[config.mk]
export PLATFORM = sky130hd
export DESIGN_NAME = fpm_fault_manager
export DESIGN_NICKNAME = d
export VERILOG_FILES = /design/src/hdl/fpm_pkg.sv /design/src/hdl/fpm_fault_manager.sv
export VERILOG_INCLUDE_DIRS = /design/src /design/src/hdl
export SDC_FILE = /design/constraint.sdc
export NUM_CORES = 1
export LEC_CHECK = 0
export ABC_AREA = 1
export BUFFER_PORTS_ARGS = -buffer_cell sky130_fd_sc_hd__buf_2
export CORE_MARGIN = 2
export CORE_UTILIZATION = 53
export DETAILED_ROUTE_END_ITERATION = 10
export MAX_ROUTING_LAYER = met4
export PLACE_DENSITY = 0.72
export SETUP_SLACK_MARGIN = 0.15
export SKIP_CTS_REPAIR_TIMING = 1
export SYNTH_ARGS = -nofsm -noshare
export SYNTH_HDL_FRONTEND = slang
export SYNTH_SLANG_ARGS = --single-unit
[constraint.sdc]
create_clock -name mclk -period 1.75 [get_ports mclk]
set_clock_uncertainty 0.2 [all_clocks]
set_input_delay 0.175 -clock mclk [delete_from_list [all_inputs] [get_ports mclk]]
set_output_delay 0.175 -clock mclk [all_outputs]
set_load 0.01 [all_outputs]
[src/hdl/fpm_defines.svh]
`ifndef FPM_DEFINES_SVH
`define FPM_DEFINES_SVH
// Short persistence time in ns and its cycle count at 100 MHz (10 ns period).
`define FPM_SHORT_FILT_NS      125000
`define FPM_CLK_NS             10
`define FPM_SHORT_FILT_CYC     (`FPM_SHORT_FILT_NS / `FPM_CLK_NS)
// Brownout persistence time in ms and its cycle count.
`define FPM_BROWNOUT_MS        40
`define FPM_BROWNOUT_CYC       (`FPM_BROWNOUT_MS * 1000000 / `FPM_CLK_NS)
// Number of PWM periods that also bound the short filter.
`define FPM_PWM_PERIODS        2
// Restart delays in ms; arbitrary defaults, no figure given.
`define FPM_RESTART_LONG_MS    1500
`define FPM_RESTART_SHORT_MS   100
`define FPM_RESTART_LONG_CYC   (`FPM_RESTART_LONG_MS * 1000000 / `FPM_CLK_NS)
`define FPM_RESTART_SHORT_CYC  (`FPM_RESTART_SHORT_MS * 1000000 / `FPM_CLK_NS)
// Filtered fault indices.
`define FPM_F_SUP_OV           0
`define FPM_F_SUP_UV           1
`define FPM_F_OVERTEMP         2
`define FPM_F_SHUTDOWN         3
`define FPM_F_OUT_OV           4
`define FPM_NFILT              5
// Mask of latching filtered faults (supply OV, overtemp, shutdown, output OV).
`define FPM_LATCH_MASK         5'h1D
`endif

[src/hdl/fpm_pkg.sv]
package fpm_pkg;
	// Sequencer states, Gray coded along off, check, run, delay, discharge path.
	typedef enum logic [2:0] {
		FPM_OFF     = 3'b000,
		FPM_CHECK   = 3'b001,
		FPM_RUN     = 3'b011,
		FPM_DELAY   = 3'b010,
		FPM_DISCH   = 3'b110,
		FPM_LATCHED = 3'b111,
		FPM_SLEEP   = 3'b101
	} fpm_state_t;
endpackage : fpm_pkg

[src/hdl/fpm_fault_manager.sv]
`timescale 1ns/1ps
`include "fpm_defines.svh"

// ==========================================================
// Overview
// ==========================================================
// The block decides when the gate drive may switch and how the controller
// reacts once a fault has been seen. It does not measure anything itself:
// every fault arrives as an active-high level from a comparator or a timer
// elsewhere in the controller, and the block only times and sorts them.
//
// Start-up always passes through the terminal check. The drive is enabled
// only once that check reports done with no fault present, so a board
// fault found at power-up never produces a single pulse.
//
// While switching, the level faults must persist for the short filter time
// and for two switching periods, whichever ends later. A glitch that clears
// before both have run resets its counter and leaves the drive untouched.
//
// Faults fall into two groups. Latching faults park the sequencer until the
// mains goes away, while the start-up source holds the supply between two
// levels. Auto-restart faults start a timed low-power delay, then discharge
// the supply and retry from the terminal check, forever if need be.
//
// A limitation worth knowing: the restart delays are plain counters of the
// system clock, so their length scales with the clock and with the
// parameters, not with any analog timing of the supply.
module fpm_fault_manager #(
	parameter int unsigned SHORT_FILT_CYC  = `FPM_SHORT_FILT_CYC,
	parameter int unsigned BROWNOUT_CYC    = `FPM_BROWNOUT_CYC,
	parameter int unsigned RESTART_LONG    = `FPM_RESTART_LONG_CYC,
	parameter int unsigned RESTART_SHORT   = `FPM_RESTART_SHORT_CYC,
	parameter int unsigned CNT_W           = 28
) (
	// Clock and reset.
	input  wire logic mclk,
	input  wire logic rst_n,
	// Power stage and supply conditions, all active high.
	input  wire logic sup_ov,
	input  wire logic sup_uv,
	input  wire logic overtemp,
	input  wire logic overtemp_cool,
	input  wire logic shutdown_input_low,
	input  wire logic shutdown_input_wake,
	input  wire logic out_ov,
	input  wire logic brownout,
	input  wire logic line_uv,
	input  wire logic xcap_discharge,
	input  wire logic overload_expired,
	input  wire logic pwm_period_tick,
	input  wire logic low_power_req,
	// Start-up terminal check results.
	input  wire logic check_done,
	input  wire logic term_latch_fault,
	input  wire logic term_no_start,
	input  wire logic diag_fault,
	// Supply levels and mains presence.
	input  wire logic ac_present,
	input  wire logic supply_discharge_level,
	input  wire logic latched_supply_upper_level,
	input  wire logic latched_supply_lower_level,
	// Outputs.
	output logic      pwm_enable,
	output logic      check_start,
	output logic      startup_source_on,
	output logic      discharge_on,
	output logic      shutdown_pullup_on,
	output logic      low_power,
	output logic      latched,
	output fpm_pkg::fpm_state_t state
);
	import fpm_pkg::*;

	// ==========================================================
	// Persistence filters
	// ==========================================================
	logic [`FPM_NFILT-1:0] fin;
	logic [`FPM_NFILT-1:0] fhit;
	logic                  arm_f;
	fpm_state_t            state_r;
	// The filter inputs are packed in the order of the fault indices, so the
	// latch mask can pick the latching ones with a single AND.
	assign fin = {out_ov, shutdown_input_low, overtemp, sup_uv, sup_ov};
	// Filters run only while switching; pre-PWM faults are handled by the check.
	assign arm_f = (state_r == FPM_RUN);

	// One filter per level fault. Each keeps a time counter and a period
	// counter; both saturate, so a fault that stays forever cannot wrap the
	// counters and release the hit by accident.
	genvar gi;
	generate
		for (gi = 0; gi < `FPM_NFILT; gi++) begin : g_filt
			logic [CNT_W-1:0] tcnt_r, tcnt_nxt;
			logic [1:0]       pcnt_r, pcnt_nxt;
			logic             hit_r, hit_nxt;
			// Both the time and period counts must expire; the larger one wins.
			always_comb begin
				tcnt_nxt = tcnt_r;
				pcnt_nxt = pcnt_r;
				hit_nxt  = 1'b0;
				if (!fin[gi] || !arm_f) begin
					tcnt_nxt = '0;
					pcnt_nxt = '0;
				end else begin
					if (tcnt_r < CNT_W'(SHORT_FILT_CYC)) tcnt_nxt = tcnt_r + 1'b1;
					if (pwm_period_tick && pcnt_r < 2'(`FPM_PWM_PERIODS))
						pcnt_nxt = pcnt_r + 2'h1;
					hit_nxt = (tcnt_r >= CNT_W'(SHORT_FILT_CYC)) &&
						(pcnt_r >= 2'(`FPM_PWM_PERIODS));
				end
			end
			always_ff @(posedge mclk or negedge rst_n) begin
				if (!rst_n) begin
					tcnt_r <= '0;
					pcnt_r <= 2'h0;
					hit_r  <= 1'b0;
				end else begin
					tcnt_r <= tcnt_nxt;
					pcnt_r <= pcnt_nxt;
					hit_r  <= hit_nxt;
				end
			end
			assign fhit[gi] = hit_r;
		end
	endgenerate

	// ==========================================================
	// Brownout filter and fault classification
	// ==========================================================
	// Brownout uses its own long persistence and ignores the switching
	// periods; a mains dip is slow compared with any switching period.
	logic [CNT_W-1:0] bcnt_r, bcnt_nxt;
	logic             bhit;
	always_comb begin
		bcnt_nxt = '0;
		if (brownout && arm_f && bcnt_r < CNT_W'(BROWNOUT_CYC))
			bcnt_nxt = bcnt_r + 1'b1;
		else if (brownout && arm_f)
			bcnt_nxt = bcnt_r;
	end
	always_ff @(posedge mclk or negedge rst_n) begin
		if (!rst_n) bcnt_r <= '0;
		else        bcnt_r <= bcnt_nxt;
	end
	assign bhit = (bcnt_r >= CNT_W'(BROWNOUT_CYC));

	logic latch_hit, auto_hit, short_hit;
	// Supply OV, overtemp, shutdown low and output OV latch.
	assign latch_hit = |(fhit & `FPM_NFILT'(`FPM_LATCH_MASK));
	// Supply UV, brownout, overload, line UV and X-cap events hiccup.
	assign short_hit = arm_f && (line_uv || xcap_discharge);
	assign auto_hit  = (fhit[`FPM_F_SUP_UV]) || bhit ||
		(arm_f && overload_expired) || short_hit;

	// ==========================================================
	// Sequencer
	// ==========================================================
	// The sequencer owns the restart delay counter and the hysteretic source
	// control. The overtemperature flag remembers why the latch was taken so
	// that a mains cycle alone cannot restart a chip that is still hot.
	fpm_state_t       state_nxt;
	logic [CNT_W-1:0] dly_r, dly_nxt;
	logic             src_r, src_nxt;
	logic             otl_r, otl_nxt;
	logic             wake_prev_r;
	logic             wake_rise;
	assign wake_rise = shutdown_input_wake && !wake_prev_r;

	always_comb begin
		state_nxt = state_r;
		dly_nxt   = dly_r;
		src_nxt   = src_r;
		otl_nxt   = otl_r;
		case (state_r)
			FPM_OFF: begin
				// Overtemp latch waits for the cool-down flag before restarting.
				if (ac_present && (!otl_r || overtemp_cool)) begin
					otl_nxt   = 1'b0;
					state_nxt = FPM_CHECK;
				end
			end
			FPM_CHECK: begin
				if (!ac_present) state_nxt = FPM_OFF;
				else if (term_latch_fault || diag_fault || shutdown_input_low ||
					sup_ov || overtemp || out_ov)
					state_nxt = FPM_LATCHED;
				else if (term_no_start) state_nxt = FPM_OFF;
				else if (check_done && (sup_uv || brownout)) begin
					// A supply fault at start-up hiccups again without a pulse.
					dly_nxt   = CNT_W'(RESTART_LONG);
					state_nxt = FPM_DELAY;
				end else if (check_done)
					state_nxt = FPM_RUN;
			end
			FPM_RUN: begin
				if (latch_hit) begin
					otl_nxt   = fhit[`FPM_F_OVERTEMP];
					state_nxt = FPM_LATCHED;
				end else if (auto_hit) begin
					dly_nxt   = short_hit ? CNT_W'(RESTART_SHORT) : CNT_W'(RESTART_LONG);
					state_nxt = FPM_DELAY;
				end else if (low_power_req) state_nxt = FPM_SLEEP;
			end
			FPM_SLEEP: begin
				if (wake_rise || !low_power_req) state_nxt = FPM_RUN;
			end
			FPM_DELAY: begin
				if (dly_r == '0) state_nxt = FPM_DISCH;
				else dly_nxt = dly_r - 1'b1;
			end
			FPM_DISCH: begin
				if (supply_discharge_level) state_nxt = FPM_OFF;
			end
			FPM_LATCHED: begin
				// Hysteretic bias keeps the latch alive while mains stays.
				if (latched_supply_lower_level) src_nxt = 1'b1;
				else if (latched_supply_upper_level) src_nxt = 1'b0;
				if (!ac_present) begin
					src_nxt   = 1'b0;
					state_nxt = FPM_OFF;
				end
			end
			default: state_nxt = FPM_OFF;
		endcase
	end

	always_ff @(posedge mclk or negedge rst_n) begin
		if (!rst_n) begin
			state_r     <= FPM_OFF;
			dly_r       <= '0;
			src_r       <= 1'b0;
			otl_r       <= 1'b0;
			wake_prev_r <= 1'b0;
		end else begin
			state_r     <= state_nxt;
			dly_r       <= dly_nxt;
			src_r       <= src_nxt;
			otl_r       <= otl_nxt;
			wake_prev_r <= shutdown_input_wake;
		end
	end

	// ==========================================================
	// Registered outputs
	// ==========================================================
	// Every output is computed from the next state and registered, so the
	// pins change on the same edge as the state and never glitch. The cost
	// is that the outputs follow the inputs one cycle later than a purely
	// combinational decode would.
	// The pull-up is the inverse of low power: it is off in every low-power
	// state, and in FPM_SLEEP the shutdown pin then serves as a wake input.
	logic lp_nxt;
	assign lp_nxt = (state_nxt == FPM_DELAY) || (state_nxt == FPM_LATCHED) ||
		(state_nxt == FPM_SLEEP);
	always_ff @(posedge mclk or negedge rst_n) begin
		if (!rst_n) begin
			pwm_enable         <= 1'b0;
			check_start        <= 1'b0;
			startup_source_on  <= 1'b0;
			discharge_on       <= 1'b0;
			shutdown_pullup_on <= 1'b0;
			low_power          <= 1'b0;
			latched            <= 1'b0;
			state              <= FPM_OFF;
		end else begin
			pwm_enable         <= (state_nxt == FPM_RUN);
			check_start        <= (state_nxt == FPM_CHECK);
			startup_source_on  <= (state_nxt == FPM_LATCHED) ? src_nxt :
				(state_nxt == FPM_OFF);
			discharge_on       <= (state_nxt == FPM_DISCH);
			shutdown_pullup_on <= !lp_nxt;
			low_power          <= lp_nxt;
			latched            <= (state_nxt == FPM_LATCHED);
			state              <= state_nxt;
		end
	end
endmodule : fpm_fault_manager

### Yosys cells after proc, flatten, opt, wreduce, memory -nomap -nowiden

Cells that the tools add are included.
Widths: inputs -> output; s select.

* RAM bits: 0
* memories kept: 0
* bits in latches: 0
* register bits: 224
* bits in read-only memories: 0

* equal/unequal tests: 22
* multiplexer cells: 58
* bitwise gates (word level): 0
* reduce and logical (&&, ||, !) cells: 64
* multiply operators: 0
* div/mod/pow operators: 0
* $lt $le $gt $ge: 22
* shift-type cells: 0
* $add $sub $neg: 12

Operators by type and width (number)
* $mux 28: 20
* $add 28x1->28 const B: 6
* $ge 28x14->1 const B: 5
* $lt 28x14->1 const B: 5
* $pmux 28 s3: 1
* $mux 3: 13
* $ge 28x22->1 const B: 1
* $logic_not 28->1: 1
* $lt 28x22->1 const B: 1
* $sub 28x1->28 const B: 1
* $reduce_bool 2->1: 11
* $pmux 3 s7: 1
* $mux 2: 10
* $logic_or 1x1->1: 19
* $eq 3x3->1 const B: 6
* $logic_and 1x1->1: 17
* $ne 2x2->1 const B: 7
* $eq 3x2->1 const B: 4
* $mux 1: 12
* $add 2x1->2 const B: 5
* $ge 2x2->1 const B: 5
* $logic_not 1->1: 10
* $lt 2x2->1 const B: 5
* $reduce_and 8->1: 1
* other kinds (7): 11

### Logic depth before layout (Yosys ltp)

* word-level depth: 12
* mapped depth: 13

### Worst setup path before layout

Ideal clock, no wire load.

* path type: register to register
* start point: reg, netlist name state[2]
* end point: reg dly_r[22]
* clock period less this slack: 1.905 ns
* data arrival time: 1.572 ns
* data required time: 1.417 ns
* cell stages (with the launch flop): 14
* buffers on the path: 1
* setup slack: -0.155 ns
* path through: dfrtp_1 > inv_2 > nand2_4 > nor2_4 > inv_2 > nor3_2 > nand2_1 > nor2_2 > nor2_4 > nand2_4 > inv_8 > buf_8 > nor2_1 > a21oi_1

RTL lines
* to (signal assigned): RTL line fpm_fault_manager.sv:236 `dly_r <= dly_nxt;`
* to (decl): RTL line fpm_fault_manager.sv:162 `logic [CNT_W-1:0] dly_r, dly_nxt;`

### Worst setup path after layout

* start point: reg bcnt_r[1]
* end point: reg dly_r[11]

* word-level cells in the longest chain between the ends: 6

Ends and longest elaborated chain
* from (decl): RTL line fpm_fault_manager.sv:132 `logic [CNT_W-1:0] bcnt_r, bcnt_nxt;`
* from (signal assigned): RTL line fpm_fault_manager.sv:143 `else bcnt_r <= bcnt_nxt;`
* $ge 28x22->1: RTL line fpm_fault_manager.sv:145 `assign bhit = (bcnt_r >= CNT_W'(BROWNOUT_CYC));`
* $logic_or 1x1->1 (3 in a row): RTL line fpm_fault_manager.sv:152 `` assign auto_hit = (fhit[`FPM_F_SUP_UV]) || bhit || ``
* $ne 2x1->1 (no source line)
* $reduce_and 8->1 (no source line)

No other way between the ends.
A chain may end at the register's enable or synchronous reset.

==> impl_metrics.py <==
metrics = {
    "sta": {
        "worst_slack_ns": -0.3189,
        "finalHoldViolCount": 9,
        "fin_crit_ns": 2.069,
        "slew_violations": 0,
        "min_period_over_period": 1.182,
        "holdWs_ns": -0.01540,
        "rsz0062_at_grt": "yes",
        "maxClockFrequency_mhz": 483.3,
        "tightest_slew_ns": 0.4864,
        "setup_viol": 141,
        "slew_headroom": 0.6757,
    },
    "cells_and_area": {
        "post-route-cell-area_um2": 16480,
        "final_cell_mix": "buf_4, dfrtp_1, nor2_1",
        "post-route-util": 0.7814,
        "multi_input_area_um2": 6015,
        "final_common_cell": "buf_4",
        "drive_above_1_share": 0.3585,
        "fin_nets": 1809,
        "final-seq-area_um2": 5610,
        "area_growth_pct": 44.11,
        "nFillCells": 1290,
    },
    "power_and_ir_drop": {
        "pwr_density_cell_nw_per_um2": 1016,
        "max-vdd-ir-drop_uv": 779.8,
        "leakage_nw": 7.395,
    },
    "synth": {
        "synth_xor_area_frac": 0.03294,
        "ys_types": 48,
        "yosysSeqAreaShare": 0.4902,
        "synth_flop_cell": "dfrtp_1",
        "synth_top_family_by_area": "simple AND/OR/NAND/NOR gates",
        "syn_avg_cell_area_um2": 7.935,
        "synthAdderAreaFrac": 0.02079,
        "synth_compound_area_frac": 0.08491,
        "synth_mux_area_frac": 0,
        "async_reset_ff_frac": 1.000,
        "synth-simple-area-share": 0.2785,
        "ys_ff_latch": 224,
        "synth_edf_count": 0,
        "synthCells": 1441,
        "syn-cell-area_um2": 11430,
        "synth_warnings": 0,
        "synth_nets": 1483,
    },
    "status": {
        "failed_checks": "hold timing, setup timing",
        "status": "finished with violations",
    },
    "routing": {
        "vias": 10965,
        "vias_per_cell": 5.318,
        "drt_first_pass_iters": 5,
        "drc": 0,
        "drtIter0Drc": 623,
        "ant_nets": 0,
        "wl_per_cell_um": 15.07,
        "wirelength_um": 31070,
    },
    "worst_setup_path": {
        "crit_path_max_fanout": 7,
        "worst_ep_required_time_ns": 1.97,
        "crit_end": "dly_r[11]$_DFFE_PN0P_",
        "cp.arrival_ns": 2.29,
        "reg2reg_depth": 11,
        "r2r_start": "bcnt_r[1]$_DFFE_PN0P_",
        "path_class": "register to register",
        "cp-end-kind": "register",
        "start_kind": "register",
        "rrSetupSlack_ns": -0.32,
        "crit_start": "bcnt_r[1]$_DFFE_PN0P_",
        "timing.rr.end": "dly_r[11]$_DFFE_PN0P_",
    },
    "run": {
        "drv_cap": 0,
    },
    "clocking": {
        "cts_tree": "yes",
        "cts-root-buf": "clkbuf_16",
        "h-tree-depth": 1,
        "cts_inserted_buffers": 25,
        "cts_sinks": 224,
        "cts.path.max_buffers": 3,
        "clk_pin_slew_ns": 0.06,
        "clk_latency_ns": 0.52,
    },
    "floorplan": {
        "dieArea_um2": 22770,
        "initial_core_util": 0.5422,
        "chipHeight_um": 150.9,
        "core_area_um2": 21090,
        "rows": 53,
        "io_pins": 33,
        "die_width_um": 150.9,
    },
    "worst_hold_path": {
        "hp-class": "input port to async pin",
    },
    "grt": {
        "grt_pass1_wl_um": 45070,
        "grt_max_degree": 53,
        "grt_antenna_before_repair": 0,
        "grt-ovfl-total": 0,
        "grt_pass1_vias": 9995,
        "track_usage": 0.2473,
    },
    "place": {
        "placed_cell_area_um2": 13960,
        "hpwl_um": 19440,
        "routabilityCongestion": 0.9321,
        "placement.io_buffers": 32,
    },
}
-- sequential cells by signal, indices dropped and copies added, names as in the netlist --
register            cells
check_start             1
wake_prev_r             1
dly_r                  28
bcnt_r                 28
g_filt.tcnt_r         140
state                   3
g_filt.pcnt_r          10
src_r                   1
pwm_enable              1
latched                 1
discharge_on            1
low_power               1
startup_source_on       1
g_filt.hit_r            5
shutdown_pullup_on      1
otl_r                   1
-- critical path: stages (launching register included) --
cell and delay, ns:
dfrtp_1 0.39, inv_2 0.10, ha_4 0.15, nand2_4 0.05
nor2_4 0.09, nand3_2 0.11, nor2_4 0.14, nor2_4 0.06
nand3_4 0.12, nand2_8 0.11, clkbuf_16 0.19, o31ai_4 0.27
-- power breakdown --
part           switching (W)  internal (W)  leakage [nW]
clock network        0.00215       0.00339         0.412
logic                0.00308       0.00236          3.91
registers           0.000248       0.00550          3.07
-- synthesized netlist by cell type (2+ instances only) --
master | count | area (um^2)
and2_1 | 2 | 12.51
a31oi_1 | 3 | 18.77
buf_1 | 2 | 7.510
nand2_4 | 2 | 22.52
nor2_2 | 5 | 31.28
o31ai_1 | 15 | 112.6
nand3_1 | 95 | 475.5
xor2_1 | 39 | 341.6
a21oi_1 | 49 | 245.2
nor3_1 | 47 | 235.2
a21boi_0 | 2 | 15.01
o31ai_2 | 5 | 62.56
nand2_1 | 226 | 848.3
nor2_4 | 5 | 56.30
inv_1 | 227 | 852.1
nor4_1 | 5 | 31.28
nor3_2 | 2 | 20.02
buf_6 | 4 | 45.04
dfrtp_1 | 224 | 5605
nand4_1 | 49 | 306.5
o21ai_1 | 16 | 80.08
ha_1 | 19 | 237.7
xnor2_1 | 4 | 35.03
clkbuf_1 | 3 | 11.26
nor2_1 | 263 | 987.2
a22oi_1 | 3 | 22.52
clkinv_1 | 2 | 7.510
nand2_2 | 7 | 43.79
buf_4 | 3 | 22.52
inv_2 | 7 | 26.28
o21ai_0 | 64 | 320.3
nor3b_1 | 7 | 52.55
buf_2 | 11 | 55.05
or2_2 | 3 | 18.77
o21a_1 | 2 | 15.01
o22ai_1 | 7 | 43.79
-- metrics by stage --
step	setup WS (ns)	setup TNS (ns)	power, W	instances
floorplan	-0.1235	-2.631	0.008208	1441
global placement	-0.2131	-7.903	0.009987	1954
detailed placement	-0.2835	-11.70	0.01009	1954
CTS	-0.3327	-15.24	0.01568	1999
global route	-0.3809	-28.04	0.01749	2060
finish	-0.3189	-15.77	0.01674	2062
-- routing by layer --
metal	up-vias	GRT usage	wire [um]
met5	-	-	0
met4	0	0.06308	881
met3	93	0.03404	1515
met2	328	0.4134	15650
met1	5241	0.3207	13030
li1	5303	-	-
-- area by class of cell --
cell class | instances | area share
inverters | 238 | 0.05885
clock inverters | 11 | 0.01025
flip-flops and latches | 224 | 0.3405
well taps | 275 | 0.02088
repair buffers | 321 | 0.1618
clock buffers | 34 | 0.04244
multi-input cells | 957 | 0.3650
diodes | 2 | 0.0003037
-- cells by family (layout without fill, tap and decap cells) --
| logic type | Yosys count | after routing |
|---|---|---|
| and+or+nand+nor | 723 | 725 |
| buffers and inverters | 262 | 604 |
| DFF | 224 | 224 |
| AOI/OAI and AO/OA | 170 | 170 |
| xor gates and xnor gates | 43 | 43 |
| adders and majority gates | 19 | 19 |
| other | 0 | 2 |
-- how the worst min path moves through the flow --
| stage | start | to | slack [ns] |
|---|---|---|---|
| after floorplan | rst_n | bcnt_r[0]$_DFFE_PN0P_ | -0.32 |
| after global placement | rst_n | bcnt_r[5]$_DFFE_PN0P_ | -0.06 |
| after detailed placement | rst_n | bcnt_r[5]$_DFFE_PN0P_ | -0.06 |
| after CTS | rst_n | bcnt_r[5]$_DFFE_PN0P_ | -0.61 |
| after global routing | rst_n | bcnt_r[5]$_DFFE_PN0P_ | 0.02 |
| final | rst_n | bcnt_r[3]$_DFFE_PN0P_ | -0.02 |
Note: power is estimated with default switching activity, not from simulation.
